<file path="src/logic/chsp_consts.svh">
// constants of the checked serial host port: frame layout, register map, timing
`ifndef CHSP_CONSTS_SVH
`define CHSP_CONSTS_SVH
// frame layout
`define CHSP_FULL_BITS    6'h20
`define CHSP_SHORT_BITS   6'h18
`define CHSP_CRC_POLY     8'h07
`define CHSP_CRC_INIT     8'h00
`define CHSP_SYNC_PAT     2'h2
// device register addresses (5-bit)
`define CHSP_REG_NOP      5'h00
`define CHSP_REG_RB_SEL   5'h01
`define CHSP_REG_CTRL     5'h02
`define CHSP_REG_FLT_CFG  5'h03
`define CHSP_REG_DIAG     5'h04
`define CHSP_REG_STATUS   5'h05
// device field positions and reset values
`define CHSP_CTRL_CRC_EN  0
`define CHSP_CTRL_MODE_LO 1
`define CHSP_DIAG_CRC     0
`define CHSP_DIAG_GUARD   1
`define CHSP_DIAG_COUNT   2
`define CHSP_CRC_EN_RST   1'b1
`define CHSP_FLT_CFG_RST  1'b1
// controller register byte offsets
`define CHSP_OFS_TX       4'h0
`define CHSP_OFS_CTRL     4'h4
`define CHSP_OFS_RX       4'h8
`define CHSP_OFS_STAT     4'hc
// timing
`define CHSP_CLK_NS       50
`define CHSP_SCLK_HALF_NS 400
`define CHSP_SCLK_HALF_CYC ((`CHSP_SCLK_HALF_NS + `CHSP_CLK_NS - 1) / `CHSP_CLK_NS)
`endif

</file>
<file path="src/logic/chsp_pkg.sv">
// types shared by both ends of the checked serial host port
`default_nettype none
package chsp_pkg;
	typedef enum logic [1:0] {
		CHSP_RB_TWO_STAGE = 2'b00,
		CHSP_RB_AUTO      = 2'b01,
		CHSP_RB_SHARED    = 2'b10,
		CHSP_RB_ECHO      = 2'b11
	} chsp_rb_mode_e;
	typedef enum logic [2:0] {
		CHSP_ST_IDLE = 3'b000,
		CHSP_ST_LEAD = 3'b001,
		CHSP_ST_LOW  = 3'b010,
		CHSP_ST_HIGH = 3'b011,
		CHSP_ST_TAIL = 3'b100,
		CHSP_ST_GAP  = 3'b101
	} chsp_state_e;
endpackage
`default_nettype wire

</file>
<file path="src/logic/chsp_link_if.sv">
// four-wire serial link between the controller end and the device end
`timescale 1ns/10ps
`default_nettype none
interface chsp_link_if;
	logic sclk;
	logic sync_n;
	logic sdi;
	logic sdo_o;
	logic sdo_oe;
	logic sdo;
	// released line reads high through the pull-up
	assign sdo = sdo_oe ? sdo_o : 1'b1;
	modport dev (input sclk, input sync_n, input sdi, output sdo_o, output sdo_oe);
	modport ctl (output sclk, output sync_n, output sdi, input sdo);
endinterface
`default_nettype wire

</file>
<file path="src/logic/chsp_crc8.sv">
// combinational 8-bit check byte over a word, msb first, zero start
`timescale 1ns/10ps
`default_nettype none
`include "chsp_consts.svh"
module chsp_crc8 #(
	parameter int W = 24
) (
	input  wire logic [W-1:0] data,
	output logic      [7:0]   crc
);
	// bitwise long division by the check polynomial
	always_comb begin
		logic fb;
		fb = 1'b0;
		crc = `CHSP_CRC_INIT;
		for (int i = W - 1; i >= 0; i--) begin
			fb = crc[7] ^ data[i];
			crc = {crc[6:0], 1'b0} ^ (fb ? `CHSP_CRC_POLY : 8'h00);
		end
	end
endmodule
`default_nettype wire

</file>
<file path="src/logic/chsp_dev_end.sv">
// device end of the checked serial host port: frame checks, registers, readback
// Overview of operation
// - shift 32 input bits, msb first
// - sample input data on clock falling edge
// - checking enabled after reset until cleared
// - checking off: 24-bit frame, trailing 8 dropped
// - guard, board address, register, data, check
// - accept only when board address matches straps
// - check byte uses x8+x2+x+1
// - controller shifts exactly 32 bits when checking
// - bad check: discard, fault low, status bits
// - sticky check error, write one clears
// - fault configuration gates check error onto fault
// - outgoing frames carry a check byte
// - guard bit must invert next bit
// - exactly 32 or 24 falling edges
// - four readback modes selectable
// - select register, then no-op returns it
// - readback frame: 10, fault, address, data, check
// - auto status off at reset, every frame
// - echo mode alternates status and last command
`timescale 1ns/10ps
`default_nettype none
`include "chsp_consts.svh"
module chsp_dev_end
	import chsp_pkg::*;
(
	input  wire logic        aclk,
	input  wire logic        aresetn,
	chsp_link_if.dev         link,
	input  wire logic        board_addr_strap0,
	input  wire logic        board_addr_strap1,
	output logic             fault_n,
	output logic             wr_valid,
	output logic [4:0]       wr_addr,
	output logic [15:0]      wr_data
);
	// pin index: 0 sclk, 1 sync_n, 2 sdi, 3 strap0, 4 strap1
	logic [4:0]    s1;
	logic [4:0]    s2;
	logic [4:0]    s3;
	logic [4:0]    lvl;
	logic [4:0]    next_lvl;
	logic          sync_fall;
	logic          sync_rise;
	logic          clk_fall;
	logic          clk_rise;
	logic [31:0]   rx_sh;
	logic [5:0]    edge_cnt;
	logic [31:0]   tx_sh;
	logic          crc_en;
	chsp_rb_mode_e rb_mode;
	logic [4:0]    rb_sel;
	logic          flt_cfg;
	logic [2:0]    diag;
	logic [23:0]   echo_word;
	logic          echo_phase;
	logic          addr_hit;
	logic          sdo_oe_q;
	logic [23:0]   frame24;
	logic [7:0]    rx_crc;
	logic          len_ok;
	logic          crc_ok;
	logic          guard_ok;
	logic          addr_ok;
	logic          accept;
	logic [2:0]    diag_set;
	logic [2:0]    diag_clr;
	logic [4:0]    cmd_reg;
	logic [15:0]   cmd_data;
	logic [15:0]   status_word;
	logic [15:0]   sel_data;
	logic [23:0]   tx_word;
	logic [7:0]    tx_crc;

	// three-stage synchronisers; a level counts once stages two and three agree
	always_ff @(posedge aclk) begin
		if (!aresetn) begin
			s1 <= 5'b0_0011;
			s2 <= 5'b0_0011;
			s3 <= 5'b0_0011;
			lvl <= 5'b0_0011;
		end else begin
			s1 <= {board_addr_strap1, board_addr_strap0, link.sdi, link.sync_n, link.sclk};
			s2 <= s1;
			s3 <= s2;
			lvl <= next_lvl;
		end
	end
	assign next_lvl = (s2 & ~(s2 ^ s3)) | (lvl & (s2 ^ s3));

	// link events seen in the aclk domain
	assign sync_fall = lvl[1] & ~next_lvl[1];
	assign sync_rise = ~lvl[1] & next_lvl[1];
	assign clk_fall  = ~lvl[1] & lvl[0] & ~next_lvl[0];
	assign clk_rise  = ~lvl[1] & ~lvl[0] & next_lvl[0];

	// input shift register and falling-edge counter
	always_ff @(posedge aclk) begin
		if (!aresetn) begin
			rx_sh <= 32'h0000_0000;
			edge_cnt <= 6'h00;
		end else if (sync_fall) begin
			rx_sh <= 32'h0000_0000;
			edge_cnt <= 6'h00;
		end else if (clk_fall) begin
			rx_sh <= {rx_sh[30:0], next_lvl[2]};
			if (edge_cnt != 6'h3f) begin
				edge_cnt <= edge_cnt + 6'h01;
			end
		end
	end

	// frame checks evaluated at the end of the frame
	always_comb begin
		if (!crc_en && edge_cnt == `CHSP_SHORT_BITS) begin
			frame24 = rx_sh[23:0];
		end else begin
			frame24 = rx_sh[31:8];
		end
		if (crc_en) begin
			len_ok = (edge_cnt == `CHSP_FULL_BITS);
		end else begin
			len_ok = (edge_cnt == `CHSP_SHORT_BITS) || (edge_cnt == `CHSP_FULL_BITS);
		end
	end
	chsp_crc8 #(.W(24)) u_rx_crc (
		.data (frame24),
		.crc  (rx_crc)
	);
	assign crc_ok   = !crc_en || (rx_crc == rx_sh[7:0]);
	assign guard_ok = frame24[23] == ~frame24[22];
	assign addr_ok  = frame24[22:21] == {lvl[4], lvl[3]};
	assign accept   = sync_rise & len_ok & crc_ok & guard_ok & addr_ok;
	assign cmd_reg  = frame24[20:16];
	assign cmd_data = frame24[15:0];

	// sticky error sources and write-one clears; a new error beats a clear
	always_comb begin
		diag_set = 3'b000;
		diag_set[`CHSP_DIAG_COUNT] = sync_rise & ~len_ok;
		diag_set[`CHSP_DIAG_CRC]   = sync_rise & len_ok & ~crc_ok;
		diag_set[`CHSP_DIAG_GUARD] = sync_rise & len_ok & crc_ok & ~guard_ok;
		diag_clr = 3'b000;
		if (accept && cmd_reg == `CHSP_REG_DIAG) begin
			diag_clr = cmd_data[2:0];
		end
	end

	// diagnostic results register
	always_ff @(posedge aclk) begin
		if (!aresetn) begin
			diag <= 3'b000;
		end else begin
			diag <= (diag & ~diag_clr) | diag_set;
		end
	end

	// fault output; the check error is gated by the fault configuration
	always_ff @(posedge aclk) begin
		if (!aresetn) begin
			fault_n <= 1'b1;
		end else begin
			fault_n <= ~((diag[`CHSP_DIAG_CRC] & flt_cfg) | diag[`CHSP_DIAG_GUARD]
				| diag[`CHSP_DIAG_COUNT]);
		end
	end

	// control registers written by accepted frames
	always_ff @(posedge aclk) begin
		if (!aresetn) begin
			crc_en <= `CHSP_CRC_EN_RST;
			rb_mode <= CHSP_RB_TWO_STAGE;
			rb_sel <= `CHSP_REG_NOP;
			flt_cfg <= `CHSP_FLT_CFG_RST;
		end else if (accept) begin
			if (cmd_reg == `CHSP_REG_CTRL) begin
				crc_en <= cmd_data[`CHSP_CTRL_CRC_EN];
				rb_mode <= chsp_rb_mode_e'(cmd_data[`CHSP_CTRL_MODE_LO +: 2]);
			end else if (cmd_reg == `CHSP_REG_RB_SEL) begin
				rb_sel <= cmd_data[4:0];
			end else if (cmd_reg == `CHSP_REG_FLT_CFG) begin
				flt_cfg <= cmd_data[0];
			end
		end
	end

	// write port for every other register address
	always_ff @(posedge aclk) begin
		if (!aresetn) begin
			wr_valid <= 1'b0;
			wr_addr <= 5'h00;
			wr_data <= 16'h0000;
		end else begin
			wr_valid <= accept && cmd_reg > `CHSP_REG_STATUS;
			if (accept) begin
				wr_addr <= cmd_reg;
				wr_data <= cmd_data;
			end
		end
	end

	// register read mux for readback
	assign status_word = {14'h0000, |diag, ~fault_n};
	always_comb begin
		if (rb_sel == `CHSP_REG_CTRL) begin
			sel_data = {13'h0000, rb_mode, crc_en};
		end else if (rb_sel == `CHSP_REG_RB_SEL) begin
			sel_data = {11'h000, rb_sel};
		end else if (rb_sel == `CHSP_REG_FLT_CFG) begin
			sel_data = {15'h0000, flt_cfg};
		end else if (rb_sel == `CHSP_REG_DIAG) begin
			sel_data = {13'h0000, diag};
		end else if (rb_sel == `CHSP_REG_STATUS) begin
			sel_data = status_word;
		end else begin
			sel_data = 16'h0000;
		end
	end

	// outgoing frame content by readback mode
	always_comb begin
		case (rb_mode)
			CHSP_RB_TWO_STAGE: begin
				tx_word = {`CHSP_SYNC_PAT, ~fault_n, rb_sel, sel_data};
			end
			CHSP_RB_ECHO: begin
				if (echo_phase) begin
					tx_word = {`CHSP_SYNC_PAT, ~fault_n, echo_word[20:0]};
				end else begin
					tx_word = {`CHSP_SYNC_PAT, ~fault_n, `CHSP_REG_STATUS, status_word};
				end
			end
			default: begin
				tx_word = {`CHSP_SYNC_PAT, ~fault_n, `CHSP_REG_STATUS, status_word};
			end
		endcase
	end
	chsp_crc8 #(.W(24)) u_tx_crc (
		.data (tx_word),
		.crc  (tx_crc)
	);

	// echo bookkeeping and shared-strobe ownership
	always_ff @(posedge aclk) begin
		if (!aresetn) begin
			echo_word <= 24'h00_0000;
			echo_phase <= 1'b0;
			addr_hit <= 1'b0;
		end else begin
			if (accept) begin
				echo_word <= frame24;
			end
			if (sync_rise) begin
				addr_hit <= len_ok & addr_ok;
			end
			if (sync_fall && rb_mode == CHSP_RB_ECHO) begin
				echo_phase <= ~echo_phase;
			end
		end
	end

	// output shift register: loaded at frame start, advanced on rising clock
	always_ff @(posedge aclk) begin
		if (!aresetn) begin
			tx_sh <= 32'h0000_0000;
			sdo_oe_q <= 1'b0;
		end else if (sync_fall) begin
			tx_sh <= {tx_word, tx_crc};
			sdo_oe_q <= (rb_mode != CHSP_RB_SHARED) || addr_hit;
		end else if (sync_rise) begin
			sdo_oe_q <= 1'b0;
		end else if (clk_rise) begin
			tx_sh <= {tx_sh[30:0], 1'b0};
		end
	end
	assign link.sdo_o  = tx_sh[31];
	assign link.sdo_oe = sdo_oe_q;
endmodule
`default_nettype wire

</file>
<file path="src/flat_wrapper.sv">
// flat-port wrapper written by rule: the top's interface ports become plain ports
module chsp_dev_end_flat import chsp_pkg::*;
  (aclk, aresetn, board_addr_strap0, board_addr_strap1, fault_n, wr_valid, wr_addr, wr_data, link_sclk, link_sync_n, link_sdi, link_sdo_o, link_sdo_oe);
  chsp_link_if link_i ();
  input  wire logic aclk;
  input  wire logic aresetn;
  input  wire logic board_addr_strap0;
  input  wire logic board_addr_strap1;
  output logic fault_n;
  output logic wr_valid;
  output logic [4:0] wr_addr;
  output logic [15:0] wr_data;
  input wire logic [$bits(link_i.sclk)-1:0] link_sclk;
  input wire logic [$bits(link_i.sync_n)-1:0] link_sync_n;
  input wire logic [$bits(link_i.sdi)-1:0] link_sdi;
  output wire logic [$bits(link_i.sdo_o)-1:0] link_sdo_o;
  output wire logic [$bits(link_i.sdo_oe)-1:0] link_sdo_oe;
  assign link_i.sclk = link_sclk;
  assign link_i.sync_n = link_sync_n;
  assign link_i.sdi = link_sdi;
  assign link_sdo_o = link_i.sdo_o;
  assign link_sdo_oe = link_i.sdo_oe;
  chsp_dev_end u_core (.aclk(aclk), .aresetn(aresetn), .link(link_i), .board_addr_strap0(board_addr_strap0), .board_addr_strap1(board_addr_strap1), .fault_n(fault_n), .wr_valid(wr_valid), .wr_addr(wr_addr), .wr_data(wr_data));
endmodule
</file>
<file path="config.mk">
export PLATFORM = sky130hd
export DESIGN_NAME = chsp_dev_end_flat
export DESIGN_NICKNAME = d
export VERILOG_FILES = /design/src/logic/chsp_pkg.sv /design/src/logic/chsp_link_if.sv /design/src/logic/chsp_crc8.sv /design/src/logic/chsp_dev_end.sv /design/src/flat_wrapper.sv
export VERILOG_INCLUDE_DIRS = /design/src /design/src/logic
export SDC_FILE = /design/constraint.sdc
export NUM_CORES = 1
export LEC_CHECK = 0
export BUFFER_PORTS_ARGS = -buffer_cell sky130_fd_sc_hd__buf_2
export CAP_MARGIN = 0
export CORE_MARGIN = 1
export CORE_UTILIZATION = 40
export CTS_BUF_LIST = sky130_fd_sc_hd__clkbuf_16
export DETAILED_ROUTE_END_ITERATION = 6
export SYNTH_ARGS = -nofsm -noshare
export SYNTH_HDL_FRONTEND = slang
export SYNTH_SLANG_ARGS = --single-unit
</file>
<file path="constraint.sdc">
create_clock -name aclk -period 5.7 [get_ports aclk]
set_input_delay 1.14 -clock aclk [delete_from_list [all_inputs] [get_ports aclk]]
set_output_delay 1.14 -clock aclk [all_outputs]
set_load 0.01 [all_outputs]
</file>
; Yosys cells after proc, flatten, opt, wreduce, memory -nomap -nowiden
; Index checks and enable logic that the tools add are counted.
[classes]
bitwise = 131
n_addsub = 1
n_reduce_logical = 18
magnitude_cmp = 1
muxes = 63
eq_ne = 18
[ops]
columns = operator, n
row1 = $xor 8x3->8, 38
row2 = $mux 3, 49
row3 = $mux 32, 3
row4 = $mux 16, 4
row5 = $pmux 21 s2, 1
row6 = $xor 1x1->1, 36
row7 = $mux 24, 1
row8 = $mux 21, 1
row9 = $eq 5x2->1 const B, 4
row10 = $and 1x1->1, 15
row11 = $eq 5x3->1 const B, 3
row12 = $not 1->1, 14
row13 = $xor 7x3->7, 2
row14 = $xor 6x3->6, 2
row15 = $and 5x5->5, 2
row16 = $eq 5x1->1 const B, 2
row17 = $xor 5x3->5, 2
row18 = $xor 1x1->1 const A, 9
row19 = $eq 8x8->1, 1
row20 = $xor 4x3->4, 2
row21 = $add 6x1->6 const B, 1
row22 = $eq 6x5->1 const B, 1
row23 = $eq 6x6->1 const B, 1
row24 = $ne 6x6->1 const B, 1
row25 = 26 further kinds, 37
[totals]
word_cells = 252
register_bits = 149

; Logic depth before layout (Yosys ltp)
[logic_depth]
word_depth = 74
ltp_mapped = 18
depth_no_buf = 14

; By module
; Synthesis repeated with hierarchy kept, for this count alone.
[unflattened]
cells_unflattened = 792
area_unflattened_um2 = 6982.9
[modules_own_cells]
columns = module, seq_area_each_um2, cells_per_inst, instances, area_per_inst_um2
row1 = chsp_dev_end, 2562.5, 702, 1, 5809.3
row2 = chsp_crc8, 0.0, 45, 2, 586.8

; Worst setup path before layout
; OpenSTA, ideal clock, no wires.
[synth_path]
kind = flip-flop to flip-flop
startpoint = register u_core.edge_cnt[0]
endpoint = register u_core.diag[0]
path_buffers = 3
t_arrival_ns = 4.483
path_stages_with_launch = 18
period_less_slack_ns = 4.621
setup_slack_ns = 1.079
path_cell_list = dfxtp_1 inv_1 ha_1 nor2b_1 nand2_1 buf_2 buf_1 mux2i_1 ha_1 xnor2_1 xnor2_1 xnor3_1 or3_1 a22oi_1 a31oi_4 buf_6 nor4_4 o221ai_1
[synth_via]
elab_chain_cells = 44
[synth_lines]
columns = element, line
row1 = from (decl), chsp_dev_end.sv:49  ; logic [5:0] edge_cnt;
row2 = from (signal assigned), chsp_dev_end.sv:109  ; edge_cnt <= edge_cnt + 6'h01;
row3 = $eq 6x5->1 (no line), --
row4 = $logic_and 1x1->1 (no line), --
row5 = $mux 24, chsp_dev_end.sv:116  ; if (!crc_en && edge_cnt == `CHSP_SHORT_BITS) begin
row6 = $xor 1x1->1, chsp_crc8.sv:17  ; fb = crc[7] ^ data[i];
row7 = $mux 3, chsp_crc8.sv:18  ; crc = {crc[6:0], 1'b0} ^ (fb ? `CHSP_CRC_POLY : 8'h00);
row8 = $xor 4x3->4, chsp_crc8.sv:18
row9 = $xor 5x3->5, chsp_crc8.sv:18
row10 = $xor 6x3->6, chsp_crc8.sv:18
row11 = [26 not listed], --
row12 = $eq 8x8->1, chsp_dev_end.sv:131  ; assign crc_ok = !crc_en || (rx_crc == rx_sh[7:0]);
row13 = $logic_or 1x1->1, chsp_dev_end.sv:131
row14 = $and 1x1->1 (3 in series), chsp_dev_end.sv:134  ; assign accept = sync_rise & len_ok & crc_ok & guard_ok & addr_ok;
row15 = $logic_and 1x1->1 (no line), --
row16 = $mux 3, chsp_dev_end.sv:145  ; if (accept && cmd_reg == `CHSP_REG_DIAG) begin
row17 = $not 3->3, chsp_dev_end.sv:155  ; diag <= (diag & ~diag_clr) | diag_set;
row18 = $and 3x3->3, chsp_dev_end.sv:155
row19 = $or 3x3->3 (*), chsp_dev_end.sv:155
row20 = to (signal assigned), chsp_dev_end.sv:155
row21 = to (decl), chsp_dev_end.sv:55  ; logic [2:0] diag;
; Mark *: on every way between the ends. The rest lies on a longest branch, timed or not.
; A chain may end at the register's enable or synchronous reset.

; Worst setup path in the final report
[layout_path]
startpoint = register u_core.edge_cnt[0]
endpoint = register u_core.echo_word[15]
[layout_via]
elab_chain_cells = 39
[layout_lines]
columns = element, line
row1 = $eq 6x5->1 (no line), --
row2 = $logic_and 1x1->1 (no line), --
row3 = $mux 24, chsp_dev_end.sv:116
row4 = $xor 1x1->1, chsp_crc8.sv:17
row5 = $mux 3, chsp_crc8.sv:18
row6 = $xor 4x3->4, chsp_crc8.sv:18
row7 = $xor 5x3->5, chsp_crc8.sv:18
row8 = $xor 6x3->6, chsp_crc8.sv:18
row9 = [19 not listed], --
row10 = $xor 8x3->8 / $xor 1x1->1 (equally long branches), "chsp_crc8.sv:18, chsp_crc8.sv:17"
row11 = "$xor 8x3->8, or another cell as far along (3 in series)", chsp_crc8.sv:18
row12 = "$xor 1x1->1, or another cell as far along", chsp_crc8.sv:17
row13 = $mux 3 / $xor 8x3->8 (equally long branches), chsp_crc8.sv:18
row14 = $xor 8x3->8, chsp_crc8.sv:18
row15 = $eq 8x8->1, chsp_dev_end.sv:131
row16 = $logic_or 1x1->1, chsp_dev_end.sv:131
row17 = $and 1x1->1 (3 in series), chsp_dev_end.sv:134
row18 = to (signal assigned), chsp_dev_end.sv:252  ; echo_word <= frame24;
row19 = to (decl), chsp_dev_end.sv:56  ; logic [23:0] echo_word;
; Parallel ways exist; a longest one is shown, timed or not.

==> impl_metrics.env <==
export IMPL_status="finished, final reports clean"
export IMPL_start_util_pct=41.0
export IMPL_net_switching_power_mw=0.423
export IMPL_overflow=0
export IMPL_cellPowerDensity_nw_per_um2=232
export IMPL_clk_latency_ns=0.42
export IMPL_pwr_share_seq_pct=44.1
export IMPL_synth_fp_nets=931
export IMPL_fillers=1948
export IMPL_gp_congestion=0.872
export IMPL_synth_seq_cells=128
export IMPL_p_sw_share_pct=20.6
export IMPL_worstRegToRegCells=15
export IMPL_multiInputGateArea_um2=5030
export IMPL_max_freq_mhz=212
export IMPL_slowest_delay_ns=0.51
export IMPL_regArea_um2=2560
export IMPL_drc=0
export IMPL_r2r_start="u_core.edge_cnt[0]"
export IMPL_post_cts_resized=0
export IMPL_dieArea_um2=20600
export IMPL_first_pass_iters=5
export IMPL_end_kind="flop"
export IMPL_grt_max_degree=62
export IMPL_cts_setup_buffers=0
export IMPL_yosys_top_cells_area="dfxtp_1 (32%), xnor2_1 (7.7%), nand2_1 (7.0%), xnor3_1 (6.5%), a21oi_1 (4.5%)"
export IMPL_core_um2=19500
export IMPL_synth_area_leader_cell="dfxtp_1"
export IMPL_cap_violations=0
export IMPL_setup_violations_final=0
export IMPL_synth_edf_count=0
export IMPL_ys_flop_type="dfxtp_1"
export IMPL_antenna_left=0
export IMPL_cp_slowest_cell="nor2_4"
export IMPL_slew_headroom_pct=27.2
export IMPL_synth_top_area_share_pct=32.0
export IMPL_antenna_found_initial=0
export IMPL_clk_pin_slew_ns=0.06
export IMPL_crit_family="simple AND/OR/NAND/NOR gates"
export IMPL_fin_crit_sh_pct=82.9
export IMPL_worstSetupPathType="reg -> reg"
export IMPL_startpoint_type="flop"
export IMPL_diodes=0
export IMPL_required_ns=5.96
export IMPL_vias_per_cell=5.41
export IMPL_htree_levels=4
export IMPL_power_frac_clock_pct=54.5
export IMPL_synth_area_um2=8010
export IMPL_drt_iter0_drc=347
export IMPL_p_leak_nw=3.27
export IMPL_combPwrFrac_pct=1.4
export IMPL_avgSynthCellArea_um2=8.78
export IMPL_tightest_slew_ns=1.08
export IMPL_rrSetupSlack_ns=0.98
export IMPL_min_path_cells=1
export IMPL_drive_gt1_share_pct=11.9
export IMPL_dp_cells=1144
export IMPL_r2r_end="u_core.echo_word[15]"
export IMPL_irDropWorstVdd_mv=0.184
export IMPL_cts_tree="done"
export IMPL_fin_setup_tns_ns=0
export IMPL_whs_endpoint="u_core.s2[0]"
export IMPL_cts_max_path_buffers=2
export IMPL_synthArstFlopShare_pct=0
export IMPL_worstPathMaxFanout=17
export IMPL_synthCells=913
export IMPL_placementRows=51
export IMPL_cts_sinks=128
export IMPL_holdCritStartpoint="u_core.s1[0]"
export IMPL_grt_total_usage_pct=20.3
export IMPL_arrival_ns=4.99
export IMPL_numCtsBuffers=17
export IMPL_wl_per_cell_um=16.8
export IMPL_fin_nets=916
export IMPL_die_h_um=144
export IMPL_dpl_hpwl_um=13800
export IMPL_fin_skew_ns=0.00935
export IMPL_synthDistinctLibCells=76
export IMPL_timing_final_hold_violations=0
export IMPL_yosysWarnings=0
export IMPL_port_buffers=31
export IMPL_finalMaxSlewViolations=0
export IMPL_wirelength_um=19800
export IMPL_final_cells=1174
export IMPL_syn_to_final_growth_pct=10.2
export IMPL_grt_pass1_vias=5893
export IMPL_seq_area_frac_synth_pct=32.0
export IMPL_postCtsHoldBufs=0
export IMPL_hold_class="reg -> reg"
export IMPL_fin_crit_ns=4.72
export IMPL_cp_num_buf_inv=2
export IMPL_grt_setup_unrepaired="no"
export IMPL_internal_power_mw=1.63
export IMPL_num_vias=6346
export IMPL_grt_pass1_wl_um=32200
export IMPL_io_pins=32
export IMPL_die_x_um=144
export IMPL_crit_chain="inv_1 > ha_1 > nor2b_1 > buf_4 > nand2_1 > mux2i_1 > ha_1 > xnor2_1 > xnor2_1 > xnor3_1 > or3_1 > a22oi_1 > a31oi_4 > nor2_4 > a311oi_2"
export IMPL_cts_root_buf="clkbuf_16"
## cell usage after synthesis, types with 3 or more instances
cell type	number
o21ai_0	19
a21oi_2	7
xor2_1	26
inv_1	18
ha_1	11
a311oi_2	7
nor2_1	61
xor3_1	10
buf_1	6
a311oi_1	5
nand2_1	149
a211o_1	7
or3_1	4
a211oi_2	6
o211ai_1	11
clkbuf_1	51
nor2b_1	5
dfxtp_1	128
a221oi_1	11
a32oi_1	3
o21ai_1	3
a21o_1	3
a22oi_1	3
xnor2_1	70
buf_2	12
nor3_1	33
nor4b_1	4
nand4_1	12
nand3_1	13
and2_1	13
nand2b_1	11
or4_1	5
buf_6	4
xnor3_1	23
a211oi_1	12
a21oi_1	72
mux2i_1	25
## placed cells by master, fill, tap and decap left out, types with 13 or more instances in the layout
master / count
nand3_1: 13
inv_1: 19
xor2_1: 26
o21ai_0: 19
nor3_1: 33
mux2i_1: 25
a21oi_1: 72
clkbuf_16: 17
and2_1: 13
buf_2: 31
nand2_1: 149
xnor2_1: 70
dfxtp_1: 128
nor2_1: 61
xnor3_1: 23
## routing by layer
metal,GRT usage (%),wire length (um),vias up
met5,0,0,-
met4,5.71,269,0
met3,4.00,843,20
met2,32.3,9110,149
met1,27.8,9540,3012
li1,-,-,3165
## state kept, by name, summed over array words and instances (netlist names), 2 cells and up, named ones only
register	flops
u_core.s3	5
u_core.tx_sh	32
u_core.echo_word	21
u_core.rx_sh	32
u_core.lvl	3
u_core.s2	5
u_core.edge_cnt	6
u_core.rb_mode	2
u_core.diag	3
u_core.rb_sel	5
u_core.s1	5
## stage by stage
stage / utilization [%] / instance area [um2] / hold WS (ns) / power, mW / setup WS, ns
after global routing: 45.2 / 8830 / 0.427 / 2.12 / 0.612
final: 45.2 / 8830 / 0.407 / 2.05 / 0.975
after CTS: 45.2 / 8830 / 0.410 / 2.07 / 0.967
after global placement: 42.2 / 8240 / 0.396 / 0.952 / 1.06
after detailed placement: 42.2 / 8240 / 0.396 / 0.953 / 0.990
after floorplan: - / 8010 / 0.386 / 0.944 / 1.08
## power by group through the flow
stage               clock, mW  sequential, mW  combinational, mW
finish                   1.12           0.903             0.0288
global route             1.19           0.904             0.0320
CTS                      1.14           0.903             0.0299
detailed placement          0           0.923             0.0298
global placement            0           0.923             0.0297
floorplan                   0           0.922             0.0215
## how the worst max path moves through the flow
stage / cells after the start / end / from
floorplan: 17 / u_core.diag[0] / u_core.edge_cnt[0]
global placement: 15 / u_core.wr_valid / u_core.edge_cnt[0]
detailed placement: 15 / u_core.echo_word[15] / u_core.edge_cnt[0]
CTS: 15 / u_core.echo_word[15] / u_core.edge_cnt[0]
global route: 15 / u_core.echo_word[5] / u_core.edge_cnt[0]
finish: 15 / u_core.echo_word[15] / u_core.edge_cnt[0]
## cell families (layout without fill, tap and decap cells)
| kind of cell | Yosys count | after routing | synth area share, % |
|---|---|---|---|
| simple gates | 330 | 330 | 20.0 |
| compound gates | 190 | 190 | 17.0 |
| xor+xnor | 131 | 131 | 20.4 |
| flops | 128 | 128 | 32.0 |
| buf+inv | 95 | 91 | 5.31 |
| mux | 27 | 27 | 3.40 |
| fa+ha+maj | 12 | 12 | 1.84 |
## area by class of cell
cell class	count	area share (%)
multi-input cells	690	57.0
flip-flops and latches	128	29.0
clock buffers	17	4.82
well taps	265	3.75
repair buffers	42	2.69
clock inverters	13	1.95
inverters	19	0.807
Power figures use the tool's default switching activity.
